[config.mk]
export PLATFORM = sky130hd
export DESIGN_NAME = sdac_ctrl
export DESIGN_NICKNAME = d
export VERILOG_FILES = /design/src/sdac_pkg.sv /design/src/sdac_ctrl.sv /design/src/sdac_clkdiv.sv /design/src/sdac_buf.sv
export VERILOG_INCLUDE_DIRS = /design/src
export SDC_FILE = /design/constraint.sdc
export NUM_CORES = 1
export LEC_CHECK = 0
export ABC_CLOCK_PERIOD_IN_PS = 11150
export CAP_MARGIN = 20
export CORE_ASPECT_RATIO = 2
export CORE_UTILIZATION = 38
export DETAILED_ROUTE_END_ITERATION = 12
export DONT_BUFFER_PORTS = 1
export HOLD_SLACK_MARGIN = 0.02
export PLACE_DENSITY = 0.54
export SYNTH_ARGS = -nofsm -noshare
export SYNTH_HDL_FRONTEND = slang
export SYNTH_SLANG_ARGS = --single-unit
[constraint.sdc]
create_clock -name clk_i -period 11.15 [get_ports clk_i]
set_clock_uncertainty 0.05 [all_clocks]
set_input_delay 1.115 -clock clk_i [delete_from_list [all_inputs] [get_ports clk_i]]
set_output_delay 1.115 -clock clk_i [all_outputs]
set_load 0.03 [all_outputs]
[src/sdac_regs.svh]
`ifndef SDAC_REGS_SVH
`define SDAC_REGS_SVH

// Register offsets
`define SDAC_OFF_CHSEL 8'h03
`define SDAC_OFF_RES_LO 8'h04
`define SDAC_OFF_RES_MID 8'h05
`define SDAC_OFF_RES_HI 8'h06
`define SDAC_OFF_CTRL0 8'h07
`define SDAC_OFF_CTRL1 8'h08
`define SDAC_OFF_CLKDIV 8'h09
`define SDAC_OFF_TRIM 8'h0a

// Reset values
`define SDAC_RST_CHSEL 6'h00
`define SDAC_RST_CTRL0 8'h20
`define SDAC_RST_CTRL1 8'h00
`define SDAC_RST_CLKDIV 8'h00
`define SDAC_RST_TRIM 8'he4

// Control zero fields
`define SDAC_C0_RST 7
`define SDAC_C0_SLP 6
`define SDAC_C0_OFF 5
`define SDAC_C0_OSR_HI 4
`define SDAC_C0_OSR_LO 1
`define SDAC_C0_REF 0

// Control one fields
`define SDAC_C1_FLMS_HI 7
`define SDAC_C1_FLMS_LO 5
`define SDAC_C1_BUFN 4
`define SDAC_C1_BUFP 3
`define SDAC_C1_HOLD 2
`define SDAC_C1_EOC 1

// Clock divide field and channel select
`define SDAC_CLKDIV_W 5
`define SDAC_CLKDIV_BYPASS 5'h1f
`define SDAC_CH_TEMP 3'h7

// Rate settings and result scaling limits
`define SDAC_FLMS_N12 3'h2
`define SDAC_N30_LAST 5'd29
`define SDAC_N12_LAST 5'd11
`define SDAC_OSR_MAX_CODE 4'h8
`define SDAC_OSR_LOG2_MAX 15
`define SDAC_RES_SHIFT_BASE 8
`define SDAC_RES_MAX 24'h7fffff
`define SDAC_RES_MIN 24'h800000

// Nominal master clock target, Hz
`define SDAC_MCLK_TARGET_HZ 4915200

`endif

[src/sdac_pkg.sv]
package sdac_pkg;

	typedef enum logic [1:0] {
		SDAC_PWR_DOWN,
		SDAC_SLEEP,
		SDAC_FLT_RESET,
		SDAC_NORMAL
	} sdac_mode_e;

	typedef struct packed {
		logic [5:0] cnt;
		logic tick;
	} sdac_div_s;

	typedef struct packed {
		logic [23:0] slot0;
		logic [23:0] slot1;
		logic [1:0] count;
	} sdac_buf_s;

	typedef struct packed {
		logic [7:0] ctrl0;
		logic [7:0] ctrl1;
		logic [7:0] clkdiv;
		logic [7:0] trim;
		logic [5:0] chsel;
		logic [23:0] result;
		logic [7:0] rdata;
		logic armed;
		logic started;
		logic [4:0] n_cnt;
		logic [15:0] osr_cnt;
		logic signed [16:0] acc;
		sdac_mode_e mode;
		logic [8:0] pwr;
	} sdac_ctrl_s;

endpackage : sdac_pkg

[src/sdac_ctrl.sv]
`timescale 1ns/10ps
`include "sdac_regs.svh"

// Function
// - Data rate is mclk over N times OVERSAMPLING_RATIO
// - Clock divide field sets master clock
// - Upper clock divide bits read zero
// - Power-off overrides all but reference select, all blocks off
// - Sleep keeps bandgap, amplifier, filter on
// - Normal mode runs modulator and filter
// - Filter reset holds filter, modulator on
// - Conversion starts after reset high-low pulse
// - Done flag set, result overwritten each conversion unless hold set
// - Hold keeps result, later ones still stream out
// - Reference pair select picks internal/external
// - Master clock nominally 4.9152 MHz
// - Results 24-bit two's complement, saturated
// - 10 Hz rate gives mains notch
// - Oversampling code halves 32768 down to 128
// - Filter reset aborts and discards conversion
module sdac_ctrl (
	input wire logic clk_i,
	input wire logic sys_rst_i,
	input wire logic [7:0] reg_addr_i,
	input wire logic reg_wr_i,
	input wire logic reg_rd_i,
	input wire logic [7:0] reg_wdata_i,
	output logic [7:0] reg_rdata_o,
	input wire logic mod_bit_i,
	output logic [23:0] stream_data_o,
	output logic stream_valid_o,
	input wire logic stream_ready_i,
	output logic mclk_tick_o,
	output logic bandgap_en_o,
	output logic amp_en_o,
	output logic modulator_en_o,
	output logic temp_sensor_en_o,
	output logic ref_buf_n_en_o,
	output logic ref_buf_p_en_o,
	output logic filter_en_o,
	output logic filter_rst_o,
	output logic ref_select_o
);

	sdac_pkg::sdac_ctrl_s st_reg;
	sdac_pkg::sdac_ctrl_s st_next;
	sdac_pkg::sdac_mode_e mode_w;
	logic off_w;
	logic slp_w;
	logic frst_w;
	logic hold_w;
	logic [3:0] osr_code_w;
	logic [3:0] osr_eff_w;
	logic [2:0] flms_w;
	logic [4:0] n_last_w;
	logic [15:0] osr_last_w;
	logic mclk_tick_w;
	logic running_w;
	logic n_end_w;
	logic osr_end_w;
	logic buf_in_ready_w;
	logic conv_end_w;
	logic conv_take_w;
	logic signed [16:0] acc_step_w;
	logic signed [16:0] acc_sum_w;
	logic [23:0] conv_val_w;
	logic temp_sel_w;

	// Saturate a scaled accumulator into 24-bit two's complement
	function automatic logic [23:0] sdac_scale(input logic signed [16:0] acc,
		input logic [3:0] code);
		logic signed [40:0] wide;
		wide = 41'(acc) <<< (`SDAC_RES_SHIFT_BASE + code);
		if (wide > $signed(41'(`SDAC_RES_MAX))) begin
			sdac_scale = `SDAC_RES_MAX;
		end else if (wide < -$signed(41'(`SDAC_RES_MIN))) begin
			sdac_scale = `SDAC_RES_MIN;
		end else begin
			sdac_scale = wide[23:0];
		end
	endfunction : sdac_scale

	sdac_clkdiv u_clkdiv (
		.clk_i(clk_i),
		.sys_rst_i(sys_rst_i),
		.div_i(st_reg.clkdiv[`SDAC_CLKDIV_W-1:0]),
		.tick_o(mclk_tick_w)
	);

	// Result stream buffer; a full buffer stalls the conversion end
	sdac_buf u_buf (
		.clk_i(clk_i),
		.sys_rst_i(sys_rst_i),
		.in_valid_i(conv_end_w),
		.in_ready_o(buf_in_ready_w),
		.in_data_i(conv_val_w),
		.out_valid_o(stream_valid_o),
		.out_ready_i(stream_ready_i),
		.out_data_o(stream_data_o)
	);

	assign off_w = st_reg.ctrl0[`SDAC_C0_OFF];
	assign slp_w = st_reg.ctrl0[`SDAC_C0_SLP];
	assign frst_w = st_reg.ctrl0[`SDAC_C0_RST];
	assign hold_w = st_reg.ctrl1[`SDAC_C1_HOLD];
	assign osr_code_w = st_reg.ctrl0[`SDAC_C0_OSR_HI:`SDAC_C0_OSR_LO];
	assign flms_w = st_reg.ctrl1[`SDAC_C1_FLMS_HI:`SDAC_C1_FLMS_LO];

	// power-off wins, then sleep, then filter reset
	always_comb begin
		if (off_w) begin
			mode_w = sdac_pkg::SDAC_PWR_DOWN;
		end else if (slp_w) begin
			mode_w = sdac_pkg::SDAC_SLEEP;
		end else if (frst_w) begin
			mode_w = sdac_pkg::SDAC_FLT_RESET;
		end else begin
			mode_w = sdac_pkg::SDAC_NORMAL;
		end
	end

	// N of 30 with OVERSAMPLING_RATIO code 1 gives notch rate
	// N select; reserved codes fall back to 30
	assign n_last_w = (flms_w == `SDAC_FLMS_N12) ? `SDAC_N12_LAST : `SDAC_N30_LAST;
	// OVERSAMPLING_RATIO by halving; reserved codes act as 128
	assign osr_eff_w = (osr_code_w > `SDAC_OSR_MAX_CODE) ? `SDAC_OSR_MAX_CODE : osr_code_w;
	assign osr_last_w = 16'((17'h1 << (`SDAC_OSR_LOG2_MAX - osr_eff_w)) - 17'h1);

	// conversions only after the start pulse
	assign running_w = st_reg.started && (st_reg.mode == sdac_pkg::SDAC_NORMAL);
	assign n_end_w = mclk_tick_w && (st_reg.n_cnt == n_last_w);
	assign osr_end_w = n_end_w && (st_reg.osr_cnt == osr_last_w);
	assign acc_step_w = mod_bit_i ? 17'sd1 : -17'sd1;
	assign acc_sum_w = st_reg.acc + acc_step_w;
	// one result per N times OVERSAMPLING_RATIO master ticks
	assign conv_end_w = running_w && osr_end_w;
	// flag and latch once, on the accepted word
	assign conv_take_w = conv_end_w && buf_in_ready_w;
	assign conv_val_w = sdac_scale(acc_sum_w, osr_eff_w);
	assign temp_sel_w = (st_reg.chsel[5:3] == `SDAC_CH_TEMP) ||
		(st_reg.chsel[2:0] == `SDAC_CH_TEMP);

	always_comb begin
		st_next = st_reg;
		st_next.mode = mode_w;

		// Register writes
		if (reg_wr_i) begin
			case (reg_addr_i)
				`SDAC_OFF_CHSEL: begin
					st_next.chsel = reg_wdata_i[5:0];
				end
				`SDAC_OFF_CTRL0: begin
					st_next.ctrl0 = reg_wdata_i;
				end
				`SDAC_OFF_CTRL1: begin
					// writing one never sets the flag
					st_next.ctrl1 = {reg_wdata_i[7:2],
						reg_wdata_i[1] & st_reg.ctrl1[`SDAC_C1_EOC], 1'b0};
				end
				`SDAC_OFF_CLKDIV: begin
					st_next.clkdiv = {3'h0, reg_wdata_i[4:0]};
				end
				`SDAC_OFF_TRIM: begin
					// stored as written, host keeps pattern
					st_next.trim = reg_wdata_i;
				end
				default: begin
				end
			endcase
		end

		// arm on reset high, start on its fall
		if (off_w) begin
			st_next.armed = 1'b0;
			st_next.started = 1'b0;
		end else if (frst_w) begin
			st_next.armed = 1'b1;
		end else if (st_reg.armed) begin
			st_next.started = 1'b1;
		end

		if (!running_w) begin
			st_next.n_cnt = 5'h00;
			st_next.osr_cnt = 16'h0000;
			st_next.acc = 17'sd0;
		end else if (osr_end_w && !buf_in_ready_w) begin
			// Stall keeps the finished sum until the buffer frees a slot
			st_next.acc = st_reg.acc;
		end else if (mclk_tick_w) begin
			if (n_end_w) begin
				st_next.n_cnt = 5'h00;
				if (osr_end_w) begin
					st_next.osr_cnt = 16'h0000;
					st_next.acc = 17'sd0;
				end else begin
					st_next.osr_cnt = st_reg.osr_cnt + 16'h0001;
					st_next.acc = acc_sum_w;
				end
			end else begin
				st_next.n_cnt = st_reg.n_cnt + 5'h01;
			end
		end

		// set wins over a host clear in the same cycle
		if (conv_take_w) begin
			st_next.ctrl1[`SDAC_C1_EOC] = 1'b1;
			if (!hold_w) begin
				st_next.result = conv_val_w;
			end
		end

		// Registered read data
		if (reg_rd_i) begin
			case (reg_addr_i)
				`SDAC_OFF_CHSEL: st_next.rdata = {2'h0, st_reg.chsel};
				`SDAC_OFF_RES_LO: st_next.rdata = st_reg.result[7:0];
				`SDAC_OFF_RES_MID: st_next.rdata = st_reg.result[15:8];
				`SDAC_OFF_RES_HI: st_next.rdata = st_reg.result[23:16];
				`SDAC_OFF_CTRL0: st_next.rdata = st_reg.ctrl0;
				`SDAC_OFF_CTRL1: st_next.rdata = {st_reg.ctrl1[7:1], 1'b0};
				`SDAC_OFF_CLKDIV: st_next.rdata = {3'h0, st_reg.clkdiv[4:0]};
				`SDAC_OFF_TRIM: st_next.rdata = st_reg.trim;
				default: st_next.rdata = 8'h00;
			endcase
		end

		// Power and analog steering, order: bg amp mod ts bufn bufp flt frst ref
		case (mode_w)
			sdac_pkg::SDAC_PWR_DOWN: begin
				st_next.pwr = 9'h000;
			end
			sdac_pkg::SDAC_SLEEP: begin
				st_next.pwr = {2'b11, 4'b0000, 1'b1, 1'b0, 1'b0};
			end
			sdac_pkg::SDAC_FLT_RESET: begin
				// modulator on, filter held in reset
				st_next.pwr = {3'b111, temp_sel_w, st_reg.ctrl1[`SDAC_C1_BUFN],
					st_reg.ctrl1[`SDAC_C1_BUFP], 2'b11, 1'b0};
			end
			sdac_pkg::SDAC_NORMAL: begin
				// selection bits steer sensor and buffers
				st_next.pwr = {3'b111, temp_sel_w, st_reg.ctrl1[`SDAC_C1_BUFN],
					st_reg.ctrl1[`SDAC_C1_BUFP], 2'b10, 1'b0};
			end
			default: begin
				st_next.pwr = 9'h000;
			end
		endcase
		// reference pair follows its select bit
		st_next.pwr[0] = st_reg.ctrl0[`SDAC_C0_REF];
	end

	always_ff @(posedge clk_i) begin
		if (sys_rst_i) begin
			st_reg <= '0;
			st_reg.ctrl0 <= `SDAC_RST_CTRL0;
			st_reg.ctrl1 <= `SDAC_RST_CTRL1;
			st_reg.clkdiv <= `SDAC_RST_CLKDIV;
			st_reg.trim <= `SDAC_RST_TRIM;
			st_reg.chsel <= `SDAC_RST_CHSEL;
			st_reg.mode <= sdac_pkg::SDAC_PWR_DOWN;
		end else begin
			st_reg <= st_next;
		end
	end

	assign reg_rdata_o = st_reg.rdata;
	// divided master clock as a tick
	assign mclk_tick_o = mclk_tick_w;
	assign bandgap_en_o = st_reg.pwr[8];
	assign amp_en_o = st_reg.pwr[7];
	assign modulator_en_o = st_reg.pwr[6];
	assign temp_sensor_en_o = st_reg.pwr[5];
	assign ref_buf_n_en_o = st_reg.pwr[4];
	assign ref_buf_p_en_o = st_reg.pwr[3];
	assign filter_en_o = st_reg.pwr[2];
	assign filter_rst_o = st_reg.pwr[1];
	assign ref_select_o = st_reg.pwr[0];

endmodule : sdac_ctrl

[src/sdac_clkdiv.sv]
`timescale 1ns/10ps
`include "sdac_regs.svh"

module sdac_clkdiv (
	input wire logic clk_i,
	input wire logic sys_rst_i,
	input wire logic [4:0] div_i,
	output logic tick_o
);

	sdac_pkg::sdac_div_s st_reg;
	sdac_pkg::sdac_div_s st_next;
	logic [5:0] period_w;

	// Period 2*(n+1) cycles: count 0 .. 2n+1
	assign period_w = {div_i, 1'b1};

	always_comb begin
		st_next = st_reg;
		if (div_i == `SDAC_CLKDIV_BYPASS) begin
			st_next.cnt = 6'h00;
			st_next.tick = 1'b1;
		end else if (st_reg.cnt >= period_w) begin
			st_next.cnt = 6'h00;
			st_next.tick = 1'b1;
		end else begin
			st_next.cnt = st_reg.cnt + 6'h01;
			st_next.tick = 1'b0;
		end
	end

	always_ff @(posedge clk_i) begin
		if (sys_rst_i) begin
			st_reg <= '0;
		end else begin
			st_reg <= st_next;
		end
	end

	assign tick_o = st_reg.tick;

endmodule : sdac_clkdiv

[src/sdac_buf.sv]
`timescale 1ns/10ps

module sdac_buf (
	input wire logic clk_i,
	input wire logic sys_rst_i,
	input wire logic in_valid_i,
	output logic in_ready_o,
	input wire logic [23:0] in_data_i,
	output logic out_valid_o,
	input wire logic out_ready_i,
	output logic [23:0] out_data_o
);

	sdac_pkg::sdac_buf_s st_reg;
	sdac_pkg::sdac_buf_s st_next;
	logic push_w;
	logic pop_w;

	assign in_ready_o = (st_reg.count != 2'd2);
	assign out_valid_o = (st_reg.count != 2'd0);
	assign out_data_o = st_reg.slot0;
	assign push_w = in_valid_i & in_ready_o;
	assign pop_w = out_valid_o & out_ready_i;

	always_comb begin
		st_next = st_reg;
		if (pop_w) begin
			st_next.slot0 = st_reg.slot1;
		end
		if (push_w) begin
			if (st_reg.count == 2'd0 || (st_reg.count == 2'd1 && pop_w)) begin
				st_next.slot0 = in_data_i;
			end else begin
				st_next.slot1 = in_data_i;
			end
		end
		st_next.count = st_reg.count + {1'b0, push_w} - {1'b0, pop_w};
	end

	always_ff @(posedge clk_i) begin
		if (sys_rst_i) begin
			st_reg <= '0;
		end else begin
			st_reg <= st_next;
		end
	end

endmodule : sdac_buf

==> flow_metrics.tcl <==
set metrics [dict create \
    setup.worst_path.start_class "input port" \
    route.detailed.drc 0 \
    r2r_cells 12 \
    syn-instance-count 1155 \
    placeableCoreArea_um2 25200 \
    fin_tns_setup_ns 0 \
    status "completed" \
    rr_endpoint "u_buf.st_reg[22]" \
    rows 82 \
    largest_reg_flops 87 \
    post_cts_resized 0 \
    crit_start "mod_bit_i" \
    r2r-start "st_reg[11]" \
    nets 1131 \
    finalHoldViolCount 0 \
    power_frac_clock 0.452 \
    cts_tree "built" \
    max_slew_margin 0.301 \
    synthArstFlopShare 0 \
    crit_arrival_ns 5.23 \
    chipWidth_um 116 \
    seqPwrFrac 0.463 \
    post_cts_buffers 0 \
    ys_seq_area_frac 0.349 \
    grt_pass1_vias 8332 \
    root_buffer "clkbuf_16" \
    whs_endpoint "u_buf.st_reg[4]" \
    netlist_area_um2 9800 \
    grtUsageMet2 0.433 \
    synth.area.top_cells "dfxtp_1 35%, mux2i_1 6.4%, nor2_1 5.5%" \
    netlist-cell-type-count 80 \
    antennaDiodeCount 0 \
    layout_common_cells "171 x dfxtp_1, 143 x nor2_1, 96 x nand2_1" \
    synth_edf_count 0 \
    layout-drive-gt1-share 0.0785 \
    p_int_w 0.00101 \
    peakVddDrop_v 0.000117 \
    grt-busiest-layer "met2" \
    die_h_um 229 \
    gp_congestion 0.930 \
    clock_sinks 171 \
    rsz0062_at_grt "false" \
    ios 65 \
    vias 8313 \
    max_cap_viol_count 0 \
    avgSynthCellArea_um2 8.49 \
    htree_levels 4 \
    grt_use_met1 0.219 \
    start_util 0.388 \
    slew_viol_final 0 \
    totalWireLength_mm 29.0 \
    period_share 0.441 \
    hold_depth 2 \
    postRouteAntennaNets 0 \
    hold_path.class "reg2reg" \
    clockBufferDepth 2 \
    cp_max_fo 35 \
    grt_max_degree 96 \
    dpl_worst_slack_ns 5.82 \
    grt_overflow_total 0 \
    synth_top_flop_cell "dfxtp_1" \
    post_drt_wl_per_cell_um 20.3 \
    firstDrtPassIters 5 \
    areaGrowthSynthToFinish_pct 5.53 \
    die_area_um2 26500 \
    detail_route.vias_per_cell 5.81 \
    yosys.area.top_type "dfxtp_1" \
    n_fill_cell 2627 \
    cts_buffers 17 \
    combPwrFrac 0.085 \
    layout_commonest_cell "dfxtp_1" \
    grt.total_usage 0.228 \
    power.leakage_nw 3.84 \
    drt_iter0_drc 536 \
    switching_share 0.256 \
    synth-seq-cells 171 \
    numPortBuffers 0 \
    gr-usage-met3 0.0405 \
    switchingPower_w 0.000349 \
    cts_hold_buffers 0 \
    worst_pin_slew_ns 1.05 \
    clock.fmax_mhz 203 \
    clk_latency_ns 0.45 \
    hold_path_startpoint "u_buf.st_reg[4]" \
    worstSetupPathType "in2reg" \
    setup_viol 0 \
    finalPower_w 0.00136 \
    required_ns 11.46 \
    grt_pass1_wl_mm 45.8 \
    yosys_warnings 0 \
    r2r_slack_ns 6.86 \
    finalCriticalPeriod_ns 4.92 \
    dp_hpwl_mm 21.5 \
    antenna_found_initial 0 \
    worst_slack_ns 6.23 \
    crit_path_end_kind "flip-flop" \
    synth_top_area_share 0.349 \
    powerDensity_nw_per_um2 132 \
    clk_pin_slew_ns 0.07 \
]
-- worst max-delay path: stages --
cell,delay [ns]
inv_1,0.46
ha_1,0.47
a21oi_1,0.38
o21ai_0,0.23
a211oi_4,0.38
xnor2_1,0.34
o2111ai_1,0.39
a2111oi_2,0.44
a31o_1,0.19
buf_4,0.33
nand2_1,0.28
o21ai_0,0.22
-- worst max-delay path by stage --
| stage | end | cells after the start |
|---|---|---|
| 6_report | u_buf.st_reg[22] | 12 |
| 2_1_floorplan | st_reg[80] | 14 |
| 3_5_place_dp | u_buf.st_reg[13] | 13 |
| 3_3_place_gp | u_buf.st_reg[14] | 13 |
| 5_1_grt | u_buf.st_reg[11] | 12 |
| 4_1_cts | u_buf.st_reg[22] | 13 |
-- per-layer routing --
layer	wire, um	vias up	part of all wire
met4	1620	0	0.056
met5	0	-	0
met3	1100	76	0.038
li1	-	4019	-
met2	16100	209	0.55
met1	10200	4009	0.35
-- kinds of logic after synthesis --
group	count (synthesis)	share of synthesized area
AOI/OAI and AO/OA	325	0.230
xor gates and xnor gates	42	0.0410
adders and majority gates	27	0.0352
buffers and inverters	132	0.0703
DFF	171	0.349
muxes	77	0.0919
other	1	0.000383
and+or+nand+nor	380	0.182
-- final cells by class --
class                   count  area [um2]  share of cell area
multi-input cells         853        5700               0.551
flip-flops and latches    171        3420               0.331
clock buffers              21         470              0.0455
well taps                 336         420              0.0406
clock inverters            11         133              0.0128
inverters                  26        97.6             0.00944
repair buffers             13        95.1             0.00919
-- cells in the mapped netlist (5+ instances only) --
cell and n:
nand2_1 96, or3_1 9, o21ai_0 54, nand4_1 9, clkbuf_1 38, a22oi_1 27, dfxtp_1 171, buf_4 37
a211o_1 9, a211oi_1 26, mux4_2 10, and2_1 18, nor4_1 6, inv_1 25, nor3_1 19, o21a_1 7
ha_1 26, buf_1 7, and3_1 9, nand3b_1 7, buf_2 18, a32oi_1 19, a21o_1 25, or2_2 5
nand3_1 22, o21bai_1 12, o2111ai_1 5, xor2_1 19, nor2b_1 12, nor2_1 143, nand2b_1 5, nor3b_1 5
mux2i_1 63, xnor2_1 20, a21oi_1 58, a31oi_1 31, o211ai_1 12
-- power by group through the flow --
stage | registers, W | clock network [W] | logic (W)
after global placement | 0.000644 | 0 | 0.000115
final | 0.000630 | 0.000616 | 0.000116
after floorplan | 0.000640 | 0 | 0.0000984
after global routing | 0.000630 | 0.000651 | 0.000130
after CTS | 0.000630 | 0.000633 | 0.000116
after detailed placement | 0.000644 | 0 | 0.000116
-- through the flow --
stage	instance area (um2)	instances	util	hold WS [ns]
floorplan	9810	1156	-	0.370
global placement	9730	1397	0.385	0.379
detailed placement	9730	1397	0.385	0.386
CTS	10300	1429	0.409	0.397
global route	10300	1431	0.410	0.413
finish	10300	1431	0.410	0.393
(Power assumes the default switching activity.)
